<file path="src/hdl/wdt_dout_cmd_defs.vh">
// Constants for the digital output and host watchdog command interpreter
`ifndef WDT_DOUT_CMD_DEFS_VH
`define WDT_DOUT_CMD_DEFS_VH

// ****************************************
// Characters of the command language
// ****************************************
`define CH_CR     8'h0d
`define CH_HASH   8'h23
`define CH_TILDE  8'h7e
`define CH_STAR   8'h2a
`define CH_GT     8'h3e
`define CH_QUEST  8'h3f
`define CH_BANG   8'h21
`define CH_ZERO   8'h30
`define CH_ONE    8'h31
`define CH_TWO    8'h32
`define CH_THREE  8'h33
`define CH_FOUR   8'h34
`define CH_FIVE   8'h35
`define CH_P      8'h50
`define CH_S      8'h53

// ****************************************
// Module address field, fixed to 01
// ****************************************
`define ADDR_HI   8'h30
`define ADDR_LO   8'h31

// ****************************************
// Frame lengths without checksum
// ****************************************
`define LEN_KICK  4'h3
`define LEN_SHORT 4'h4
`define LEN_SAVE  4'h5
`define LEN_LONG  4'h7
`define LEN_CHK   4'h2
`define BUF_DEPTH 9

// ****************************************
// Register byte offsets
// ****************************************
`define OFS_CTRL    12'h000
`define OFS_STATUS  12'h004
`define OFS_SAFE    12'h008
`define OFS_PWRON   12'h00c

// ****************************************
// Field positions
// ****************************************
`define CTRL_EN_BIT     0
`define CTRL_IV_LSB     8
`define STAT_TO_BIT     0
`define STAT_DOUT_LSB   8
`define STAT_STATE_CODE 8'h04

// ****************************************
// Reset values
// ****************************************
`define RST_EN      1'b0
`define RST_IV      8'h64
`define RST_SAFE    8'h00
`define RST_PWRON   8'h00

// ****************************************
// Timing
// ****************************************
`define CLK_PERIOD_NS 10
`define WDT_STEP_NS   100000000

`endif

</file>
<file path="src/hdl/wdt_dout_cmd.v">
// ASCII command interpreter for digital outputs and host watchdog
`timescale 1ns/10ps
`include "wdt_dout_cmd_defs.vh"
// Operation
// Multi-channel set: hash, address, 00, hex value
// Value bit i drives output channel i
// Single set: 1, channel digit, 00 or 01
// Output replies are >, ? or ! only
// During timeout ignore output commands, reply !
// Syntax or communication errors get no reply
// Only module address 01 is recognised
// Keep-alive broadcast accepted, never answered
// Status read returns !01 then 00 or 04
// Timeout status persists until status clear
// Status clear zeroes status, replies !01
// Timeout read returns !01, enable, hex interval
// Timeout set stores enable and interval, !01
// Interval steps 0.1 s, 01 to FF
// Expiry sets status, starts LED flashing
// After timeout enable reads 0, interval kept
// Status clear stops LED flashing
// Invalid watchdog commands reply ? with address
// Reset gives power-on values, timeout safe values
// Host clears status before new output command
// Save commands capture outputs as stored values
// Carriage return end, optional checksum accepted
// Keep-alive restarts counter, idle when disabled
// Nonexistent channel gets invalid reply

module wdt_dout_cmd #(
    parameter CH_COUNT    = 8,
    parameter STEP_CYCLES = `WDT_STEP_NS / `CLK_PERIOD_NS
) (
    // Clock and reset
    input  wire        CLOCK_I,
    input  wire        RST_N_I,
    // Command byte stream in
    input  wire [7:0]  RX_DATA_I,
    input  wire        RX_VALID_I,
    output wire        RX_READY_O,
    // Reply byte stream out
    output wire [7:0]  TX_DATA_O,
    output wire        TX_VALID_O,
    input  wire        TX_READY_I,
    // APB register slave
    input  wire        PSEL_I,
    input  wire        PENABLE_I,
    input  wire        PWRITE_I,
    input  wire [11:0] PADDR_I,
    input  wire [31:0] PWDATA_I,
    output wire [31:0] PRDATA_O,
    output wire        PREADY_O,
    output wire        PSLVERR_O,
    // Outputs, indicator and persistent status
    output wire [7:0]  DOUT_O,
    output wire        LED_O,
    input  wire        WDT_NV_STATUS_I,
    output wire        WDT_NV_STATUS_O
);

// ****************************************
// Helpers
// ****************************************
// Hex character to {invalid, nibble}
function [4:0] hexval;
    input [7:0] c;
    begin
        if (c >= 8'h30 && c <= 8'h39)
            hexval = {1'b0, c[3:0]};
        else if ((c >= 8'h41 && c <= 8'h46) || (c >= 8'h61 && c <= 8'h66))
            hexval = {1'b0, c[3:0] + 4'h9};
        else
            hexval = 5'h10;
    end
endfunction

// Nibble to upper-case hex character
function [7:0] hexchar;
    input [3:0] n;
    begin
        hexchar = (n < 4'ha) ? {4'h3, n} : {4'h4, n - 4'h9};
    end
endfunction

localparam [7:0]  CH_MASK  = (8'hff >> (8 - CH_COUNT));
localparam        STEP_END = STEP_CYCLES - 1;

// ****************************************
// State
// ****************************************
reg  [7:0]  buf_mem [0:`BUF_DEPTH-1];
reg  [3:0]  cnt_reg;
reg         ovf_reg;
reg         pend_reg;
reg         start_reg;
reg  [55:0] tx_vec_reg;
reg  [2:0]  tx_left_reg;
reg         tx_valid_reg;
reg         rx_ready_reg;
reg  [7:0]  dout_reg;
reg  [7:0]  safe_reg;
reg  [7:0]  pwron_reg;
reg         en_reg;
reg  [7:0]  iv_reg;
reg         timeout_reg;
reg  [23:0] step_cnt_reg;
reg  [7:0]  iv_cnt_reg;
reg         led_reg;
reg  [31:0] prdata_reg;
reg         pready_reg;
reg         pslverr_reg;

// ****************************************
// Frame decode
// ****************************************
reg  [3:0]  base;
reg  [7:0]  sum;
reg  [4:0]  ck_hi;
reg  [4:0]  ck_lo;
reg         frame_ok;
reg  [4:0]  v_hi;
reg  [4:0]  v_lo;
reg  [7:0]  val;
reg  [55:0] rsp_vec;
reg  [2:0]  rsp_len;
reg         do_all;
reg         do_one;
reg         do_kick;
reg         do_clr;
reg         do_set;
reg         do_save_p;
reg         do_save_s;
reg  [7:0]  one_mask;
integer     i;

// Frame check and command decode
always @* begin
    base = 4'h0;
    sum = 8'h00;
    rsp_vec = 56'h0;
    rsp_len = 3'd0;
    do_all = 1'b0;
    do_one = 1'b0;
    do_kick = 1'b0;
    do_clr = 1'b0;
    do_set = 1'b0;
    do_save_p = 1'b0;
    do_save_s = 1'b0;
    one_mask = 8'h00;
    if (buf_mem[0] == `CH_HASH)
        base = `LEN_LONG;
    else if (buf_mem[0] == `CH_TILDE) begin
        if (buf_mem[1] == `CH_STAR)
            base = `LEN_KICK;
        else if (buf_mem[3] == `CH_THREE)
            base = `LEN_LONG;
        else if (buf_mem[3] == `CH_FIVE)
            base = `LEN_SAVE;
        else
            base = `LEN_SHORT;
    end
    for (i = 0; i < `BUF_DEPTH; i = i + 1) begin
        if (i < base)
            sum = sum + buf_mem[i];
    end
    ck_hi = hexval(buf_mem[base]);
    ck_lo = hexval(buf_mem[base + 4'h1]);
    frame_ok = !ovf_reg && base != 4'h0 &&
               (cnt_reg == base || (cnt_reg == base + `LEN_CHK && !ck_hi[4] && !ck_lo[4] &&
                {ck_hi[3:0], ck_lo[3:0]} == sum)); // see R22
    v_hi = hexval(buf_mem[5]);
    v_lo = hexval(buf_mem[6]);
    val = {v_hi[3:0], v_lo[3:0]};
    if (!frame_ok) begin
        rsp_len = 3'd0;
    end else if (base == `LEN_KICK) begin
        do_kick = (buf_mem[2] == `CH_STAR);
    end else if (buf_mem[1] != `ADDR_HI || buf_mem[2] != `ADDR_LO) begin
        rsp_len = 3'd0;
    end else if (buf_mem[0] == `CH_HASH) begin
        rsp_len = 3'd1;
        one_mask = 8'h01 << buf_mem[4][2:0];
        if (buf_mem[3] == `CH_ZERO && buf_mem[4] == `CH_ZERO) begin
            if (v_hi[4] || v_lo[4])
                rsp_len = 3'd0;
            else if ((val & ~CH_MASK) != 8'h00)
                rsp_vec[55:48] = `CH_QUEST;
            else if (timeout_reg)
                rsp_vec[55:48] = `CH_BANG;
            else begin
                rsp_vec[55:48] = `CH_GT;
                do_all = 1'b1;
            end
        end else if (buf_mem[3] == `CH_ONE) begin
            if (buf_mem[4] < `CH_ZERO || buf_mem[4] >= `CH_ZERO + CH_COUNT ||
                buf_mem[5] != `CH_ZERO || (buf_mem[6] != `CH_ZERO && buf_mem[6] != `CH_ONE))
                rsp_vec[55:48] = `CH_QUEST;
            else if (timeout_reg)
                rsp_vec[55:48] = `CH_BANG;
            else begin
                rsp_vec[55:48] = `CH_GT;
                do_one = 1'b1;
            end
        end else
            rsp_vec[55:48] = `CH_QUEST;
    end else begin
        rsp_len = 3'd3;
        rsp_vec[55:24] = {`CH_BANG, `ADDR_HI, `ADDR_LO, 8'h00};
        case (buf_mem[3])
            `CH_ZERO: begin
                rsp_len = 3'd5;
                rsp_vec[31:16] = timeout_reg ? {`CH_ZERO, `CH_FOUR} : {`CH_ZERO, `CH_ZERO};
            end
            `CH_ONE: begin
                do_clr = 1'b1;
            end
            `CH_TWO: begin
                rsp_len = 3'd6;
                rsp_vec[31:8] = {(en_reg ? `CH_ONE : `CH_ZERO), hexchar(iv_reg[7:4]), hexchar(iv_reg[3:0])};
            end
            `CH_THREE: begin
                if ((buf_mem[4] == `CH_ZERO || buf_mem[4] == `CH_ONE) &&
                    !v_hi[4] && !v_lo[4] && val != 8'h00)
                    do_set = 1'b1; // see R13
                else
                    rsp_vec[55:48] = `CH_QUEST;
            end
            `CH_FIVE: begin
                do_save_p = (buf_mem[4] == `CH_P);
                do_save_s = (buf_mem[4] == `CH_S);
                if (!do_save_p && !do_save_s)
                    rsp_vec[55:48] = `CH_QUEST;
            end
            default: begin
                rsp_vec[55:48] = `CH_QUEST;
            end
        endcase
    end
    rsp_vec = rsp_vec | ({48'h0, `CH_CR} << (8 * (6 - rsp_len)));
end

// ****************************************
// Receive buffer and reply shifter
// ****************************************
wire       rx_take  = RX_VALID_I && rx_ready_reg;
wire       rx_end   = rx_take && RX_DATA_I == `CH_CR;
wire       tx_fire  = tx_valid_reg && TX_READY_I;
wire       tx_load  = pend_reg && rsp_len != 3'd0;
wire [2:0] left_next = tx_load ? rsp_len + 3'd1 :
                       (tx_fire ? tx_left_reg - 3'd1 : tx_left_reg);

// Collect bytes, answer after carriage return
always @(posedge CLOCK_I or negedge RST_N_I) begin
    if (!RST_N_I) begin
        cnt_reg <= 4'h0;
        ovf_reg <= 1'b0;
        pend_reg <= 1'b0;
        tx_vec_reg <= 56'h0;
        tx_left_reg <= 3'd0;
        tx_valid_reg <= 1'b0;
        rx_ready_reg <= 1'b0;
    end else begin
        pend_reg <= rx_end;
        if (pend_reg) begin
            cnt_reg <= 4'h0;
            ovf_reg <= 1'b0;
        end else if (rx_take && !rx_end) begin
            if (cnt_reg == `BUF_DEPTH)
                ovf_reg <= 1'b1; // Too long, dropped as a syntax error
            else
                cnt_reg <= cnt_reg + 4'h1;
        end
        if (tx_load)
            tx_vec_reg <= rsp_vec;
        else if (tx_fire)
            tx_vec_reg <= {tx_vec_reg[47:0], 8'h00};
        tx_left_reg <= left_next;
        tx_valid_reg <= left_next != 3'd0;
        rx_ready_reg <= !rx_end && !pend_reg && left_next == 3'd0;
    end
end

// Byte storage, no reset needed
always @(posedge CLOCK_I) begin
    if (rx_take && !rx_end && cnt_reg < `BUF_DEPTH)
        buf_mem[cnt_reg] <= RX_DATA_I;
end

// ****************************************
// Host watchdog and outputs
// ****************************************
wire step_done = {8'h00, step_cnt_reg} == STEP_END;
wire expire    = en_reg && !timeout_reg && step_done && iv_cnt_reg + 8'h01 >= iv_reg;
wire apb_wr    = PSEL_I && PENABLE_I && pready_reg && PWRITE_I;
wire kick_now  = pend_reg && (do_kick || do_set);

// Outputs, configuration, counters and indicator
always @(posedge CLOCK_I or negedge RST_N_I) begin
    if (!RST_N_I) begin
        start_reg <= 1'b1;
        dout_reg <= `RST_PWRON;
        safe_reg <= `RST_SAFE;
        pwron_reg <= `RST_PWRON;
        en_reg <= `RST_EN;
        iv_reg <= `RST_IV;
        timeout_reg <= 1'b0;
        step_cnt_reg <= 24'h0;
        iv_cnt_reg <= 8'h00;
        led_reg <= 1'b0;
    end else begin
        start_reg <= 1'b0;
        // Restore persistent status after reset release
        if (start_reg) begin
            timeout_reg <= WDT_NV_STATUS_I;
            dout_reg <= WDT_NV_STATUS_I ? safe_reg : pwron_reg;
        end else if (expire) begin
            timeout_reg <= 1'b1;
            dout_reg <= safe_reg;
        end else if (pend_reg && do_clr)
            timeout_reg <= 1'b0; // see R11
        if (pend_reg && do_all && !expire)
            dout_reg <= val & CH_MASK;
        if (pend_reg && do_one && !expire)
            dout_reg <= buf_mem[6][0] ? (dout_reg | one_mask) : (dout_reg & ~one_mask);
        // Enable and interval
        if (expire)
            en_reg <= 1'b0;
        else if (pend_reg && do_set) begin
            en_reg <= buf_mem[4][0];
            iv_reg <= val;
        end else if (apb_wr && PADDR_I == `OFS_CTRL) begin
            en_reg <= PWDATA_I[`CTRL_EN_BIT];
            if (PWDATA_I[`CTRL_IV_LSB +: 8] != 8'h00)
                iv_reg <= PWDATA_I[`CTRL_IV_LSB +: 8];
        end
        // Stored values
        if (pend_reg && do_save_p)
            pwron_reg <= dout_reg;
        else if (apb_wr && PADDR_I == `OFS_PWRON)
            pwron_reg <= PWDATA_I[7:0] & CH_MASK;
        if (pend_reg && do_save_s)
            safe_reg <= dout_reg;
        else if (apb_wr && PADDR_I == `OFS_SAFE)
            safe_reg <= PWDATA_I[7:0] & CH_MASK;
        // Step counter runs while watching or flashing
        if (kick_now || !(en_reg || timeout_reg) || step_done)
            step_cnt_reg <= 24'h0;
        else
            step_cnt_reg <= step_cnt_reg + 24'h1;
        if (kick_now || !en_reg || expire)
            iv_cnt_reg <= 8'h00;
        else if (step_done)
            iv_cnt_reg <= iv_cnt_reg + 8'h01;
        // Flash while timed out, dark in the same edge as the clear
        if (!timeout_reg || (pend_reg && do_clr))
            led_reg <= 1'b0;
        else if (step_done)
            led_reg <= !led_reg;
    end
end

// ****************************************
// APB slave
// ****************************************
// One wait state, then answer
always @(posedge CLOCK_I or negedge RST_N_I) begin
    if (!RST_N_I) begin
        pready_reg <= 1'b0;
        prdata_reg <= 32'h0;
        pslverr_reg <= 1'b0;
    end else begin
        pready_reg <= PSEL_I && PENABLE_I && !pready_reg;
        prdata_reg <= 32'h0;
        pslverr_reg <= 1'b0;
        if (PSEL_I && PENABLE_I && !pready_reg) begin
            case (PADDR_I)
                `OFS_CTRL:   prdata_reg <= {16'h0, iv_reg, 7'h0, en_reg};
                `OFS_STATUS: prdata_reg <= {16'h0, dout_reg, 7'h0, timeout_reg};
                `OFS_SAFE:   prdata_reg <= {24'h0, safe_reg};
                `OFS_PWRON:  prdata_reg <= {24'h0, pwron_reg};
                default:     pslverr_reg <= 1'b1;
            endcase
        end
    end
end

// ****************************************
// Output ports
// ****************************************
assign RX_READY_O      = rx_ready_reg;
assign TX_DATA_O       = tx_vec_reg[55:48];
assign TX_VALID_O      = tx_valid_reg;
assign PRDATA_O        = prdata_reg;
assign PREADY_O        = pready_reg;
assign PSLVERR_O       = pslverr_reg;
assign DOUT_O          = dout_reg;
assign LED_O           = led_reg;
assign WDT_NV_STATUS_O = timeout_reg;

endmodule // wdt_dout_cmd

</file>
<file path="config.mk">
export PLATFORM = sky130hd
export DESIGN_NAME = wdt_dout_cmd
export DESIGN_NICKNAME = d
export VERILOG_FILES = /design/src/hdl/wdt_dout_cmd.v
export VERILOG_INCLUDE_DIRS = /design/src /design/src/hdl
export SDC_FILE = /design/constraint.sdc
export NUM_CORES = 1
export LEC_CHECK = 0
export BUFFER_PORTS_ARGS = -buffer_cell sky130_fd_sc_hd__buf_2
export CORE_MARGIN = 3
export CORE_UTILIZATION = 65
export DETAILED_ROUTE_END_ITERATION = 10
export MAX_ROUTING_LAYER = met4
export PLACE_DENSITY = 0.93
export SLEW_MARGIN = 20
export SYNTH_ARGS = -nofsm -noshare
export SYNTH_HDL_FRONTEND = slang
export SYNTH_SLANG_ARGS = --single-unit
</file>
<file path="constraint.sdc">
create_clock -name CLOCK_I -period 30.7 [get_ports CLOCK_I]
set_input_delay 6.14 -clock CLOCK_I [delete_from_list [all_inputs] [get_ports CLOCK_I]]
set_output_delay 6.14 -clock CLOCK_I [all_outputs]
set_load 0.03 [all_outputs]
</file>
==> run metrics <==
outcome finished, final reports clean; P_leak 7.67 nW; Worst setup SP type register; grt met2 use 60.1%; met3 Use GR 9.48%; Largest stage delay, worst path 0.80 ns; die area about 27000 um^2; Syn Inst Count 1763; path type of the worst min-delay path register to register; initial antenna violation count 2; Starting DRT DRC Count 2458; Synth-to-Final Area Change 9.55%; Slew Limit Headroom 27.3%; clk slew on worst S/H paths 0.07 ns; Layout fillers 1653; clk sinks ~230; Fin. Hold Viols 0; clk buf depth 3; Wirelength per Cell 24.3 um; Setup WS pre-CTS 17.01 ns; die height 165 um; commonest non-fill, non-tap cell in the layout nand2_1; GP Congestion 1.08; ys flop type dfrtp_1; synthesized area about 16000 um^2; nets@finish a little under 2000; Detailed Place HPWL 36900 um; multi-input logic area 9460 um^2; router iterations before antenna repair 7; first-pass GRT wire length about 80000 um; RSZ-0062 raised after global routing no; post-route cell area about 18000 um^2; grt ovf 0; routed via count 15002; CTS H-tree lvls 1; Starting Density 66.6%; CP endpoint kind register; Pwr Density 45.2 nW/um^2; worst skew pair latency 0.54 ns; WL final 52600 um; Core Region 24500 um^2; Ys Warns 0; FMAX 70.8 MHz; WS Path Type register to register; post-CTS setup buffer count 0; PostCTS Resize Cnt 0; final setup TNS 0 ns; Vias per Instance 6.93; Worst path most repeated cell inv_1; Slew @ Worst Pin 1.09 ns; gr usage total 39.2%; Seq/Total Area, Yosys 38.3%; Tmin final 14.13 ns; Die Wd 165 um; Clock Skew 0.0354 ns; GR Util met1 52.0%; grt peak-use layer met2; # DRC 0; Setup Viol. Count Final 0; Post-synth EDFFs 96; max-cap viol count 0; row cnt 57; Max Slew Vio Count 0; share of cells above drive strength 1 approximately an eighth; Distinct cells, synth ~90; Worst Slack Setup Final 16.57 ns; register area 6270 um^2; num ports about 110; most frequent cells in the layout 181 x nand2_1, 177 x nor2_1, 131 x dfrtp_1; Yosys reg bits 231; ANT nets after route 0; Worst EP arrival around 15 ns; number of global-route vias before repair 14385; Port Buffers 80; Post-DP Area ~17000 um^2; root buffer selected by CTS clkbuf_16; largest net degree at the start of global routing 75; Critical-path top delay cell ha_1; Max rail drop VDD 0.0000671 V; syn_area_per_cell 9.27 um^2; crit-path max FO 37; Post-CTS Hold Buffers 0; Largest register FFs 96; CP required between 30 and 40 ns; ys async rst share 58.4%; CTS tree built; final period utilization a little under half; TritonCTS Buffers 24
[where the power goes]
| part | internal [mW] | leakage, nW | switching, mW | total (mW) |
|---|---|---|---|---|
| registers | 0.344 | 2.66 | 0.0253 | 0.370 |
| logic | 0.0365 | 4.57 | 0.0678 | 0.104 |
| clock network | 0.210 | 0.443 | 0.125 | 0.336 |
[kinds of logic (layout without fill, tap and decap cells)]
| kind of cell | Yosys count | count (layout) | synth area share [%] |
|---|---|---|---|
| other | 1 | 36 | 0.0230 |
| adder cells (fa/ha/maj) | 92 | 92 | 7.32 |
| XOR/XNOR | 84 | 84 | 4.67 |
| multiplexers | 105 | 105 | 7.24 |
| AO/OA/AOI/OAI | 425 | 425 | 17.9 |
| flip-flops | 231 | 231 | 38.3 |
| buffers and inverters | 173 | 217 | 4.61 |
| AND/OR/NAND/NOR | 652 | 652 | 19.9 |
[stage by stage]
stage               std cells  util [%]  power (mW)  hold slack [ns]
detailed placement       2120      69.2       0.472            0.496
CTS                      2164      72.9       0.805            0.504
floorplan                1796         -       0.440            0.455
finish                   2166      73.0       0.810            0.505
global route             2166      73.0       0.833            0.528
global placement         2120      69.2       0.463            0.469
[critical path, delay by kind of cell (launching register included)]
kind                       cells  cell delay [ns]
adders and majority gates      9             3.51
buffers and inverters          9             1.80
muxes                          1             0.39
xor gates and xnor gates       4             0.84
and+or+nand+nor               17             3.65
DFF                            1             0.54
AOI/OAI and AO/OA             15             3.22
[cells in the mapped netlist, types with 20 or more instances]
library cell  instances  area share, %
xnor2_1              50            2.7
nand2_1             181            4.2
nand3_1              48            1.5
xor2_1               32            1.7
o21a_1               21           0.96
clkbuf_1             57            1.3
a21oi_1              88            2.7
edfxtp_1             96             18
mux2i_1              45            2.8
a22oi_1              27            1.2
nor2b_1              20           0.77
nor3_1               37            1.1
ha_1                 86            6.6
nor4_1               26            1.0
a31oi_1              25           0.96
mux2_2               55            3.8
nand4_1              27            1.0
o21ai_0              68            2.1
nor2_1              177            4.1
buf_4                24            1.1
inv_1                65            1.5
a21o_1               27            1.2
dfrtp_1             131             20
[final cells by class]
cell class	instances	share of cell area, %
well taps	324	2.26
repair buffers	104	3.28
clock inverters	15	1.52
clock buffers	29	3.63
multi-input cells	1392	52.8
diodes	2	0.0280
flip-flops and latches	231	35.0
inverters	69	1.45
[final timing paths]
kind	from	end	slack (ns)	cells past startpoint
worst min-delay path	PREADY_O$_DFF_PN0_	PSLVERR_O$_DFF_PN0_	0.50	1
max in group asynchronous	RST_N_I	PRDATA_O[9]$_DFF_PN0_	23.77	2
worst max-delay path	buf_mem[0][1]$_DFFE_PP_	tx_vec_reg[18]$_DFFE_PN0P_	16.57	55
min in group asynchronous	RST_N_I	step_cnt_reg[14]$_DFF_PN0_	5.60	1
worst max register to register	buf_mem[0][1]$_DFFE_PP_	tx_vec_reg[18]$_DFFE_PN0P_	16.57	55
worst min register to register	PREADY_O$_DFF_PN0_	PSLVERR_O$_DFF_PN0_	0.50	1
[per-layer routing]
metal,up-vias,part of all wire (%)
met5,-,0
met4,0,3.9
met3,209,13
met2,1061,45
met1,7191,38
li1,6541,-
No activity file was read; power rests on OpenSTA's default activity.
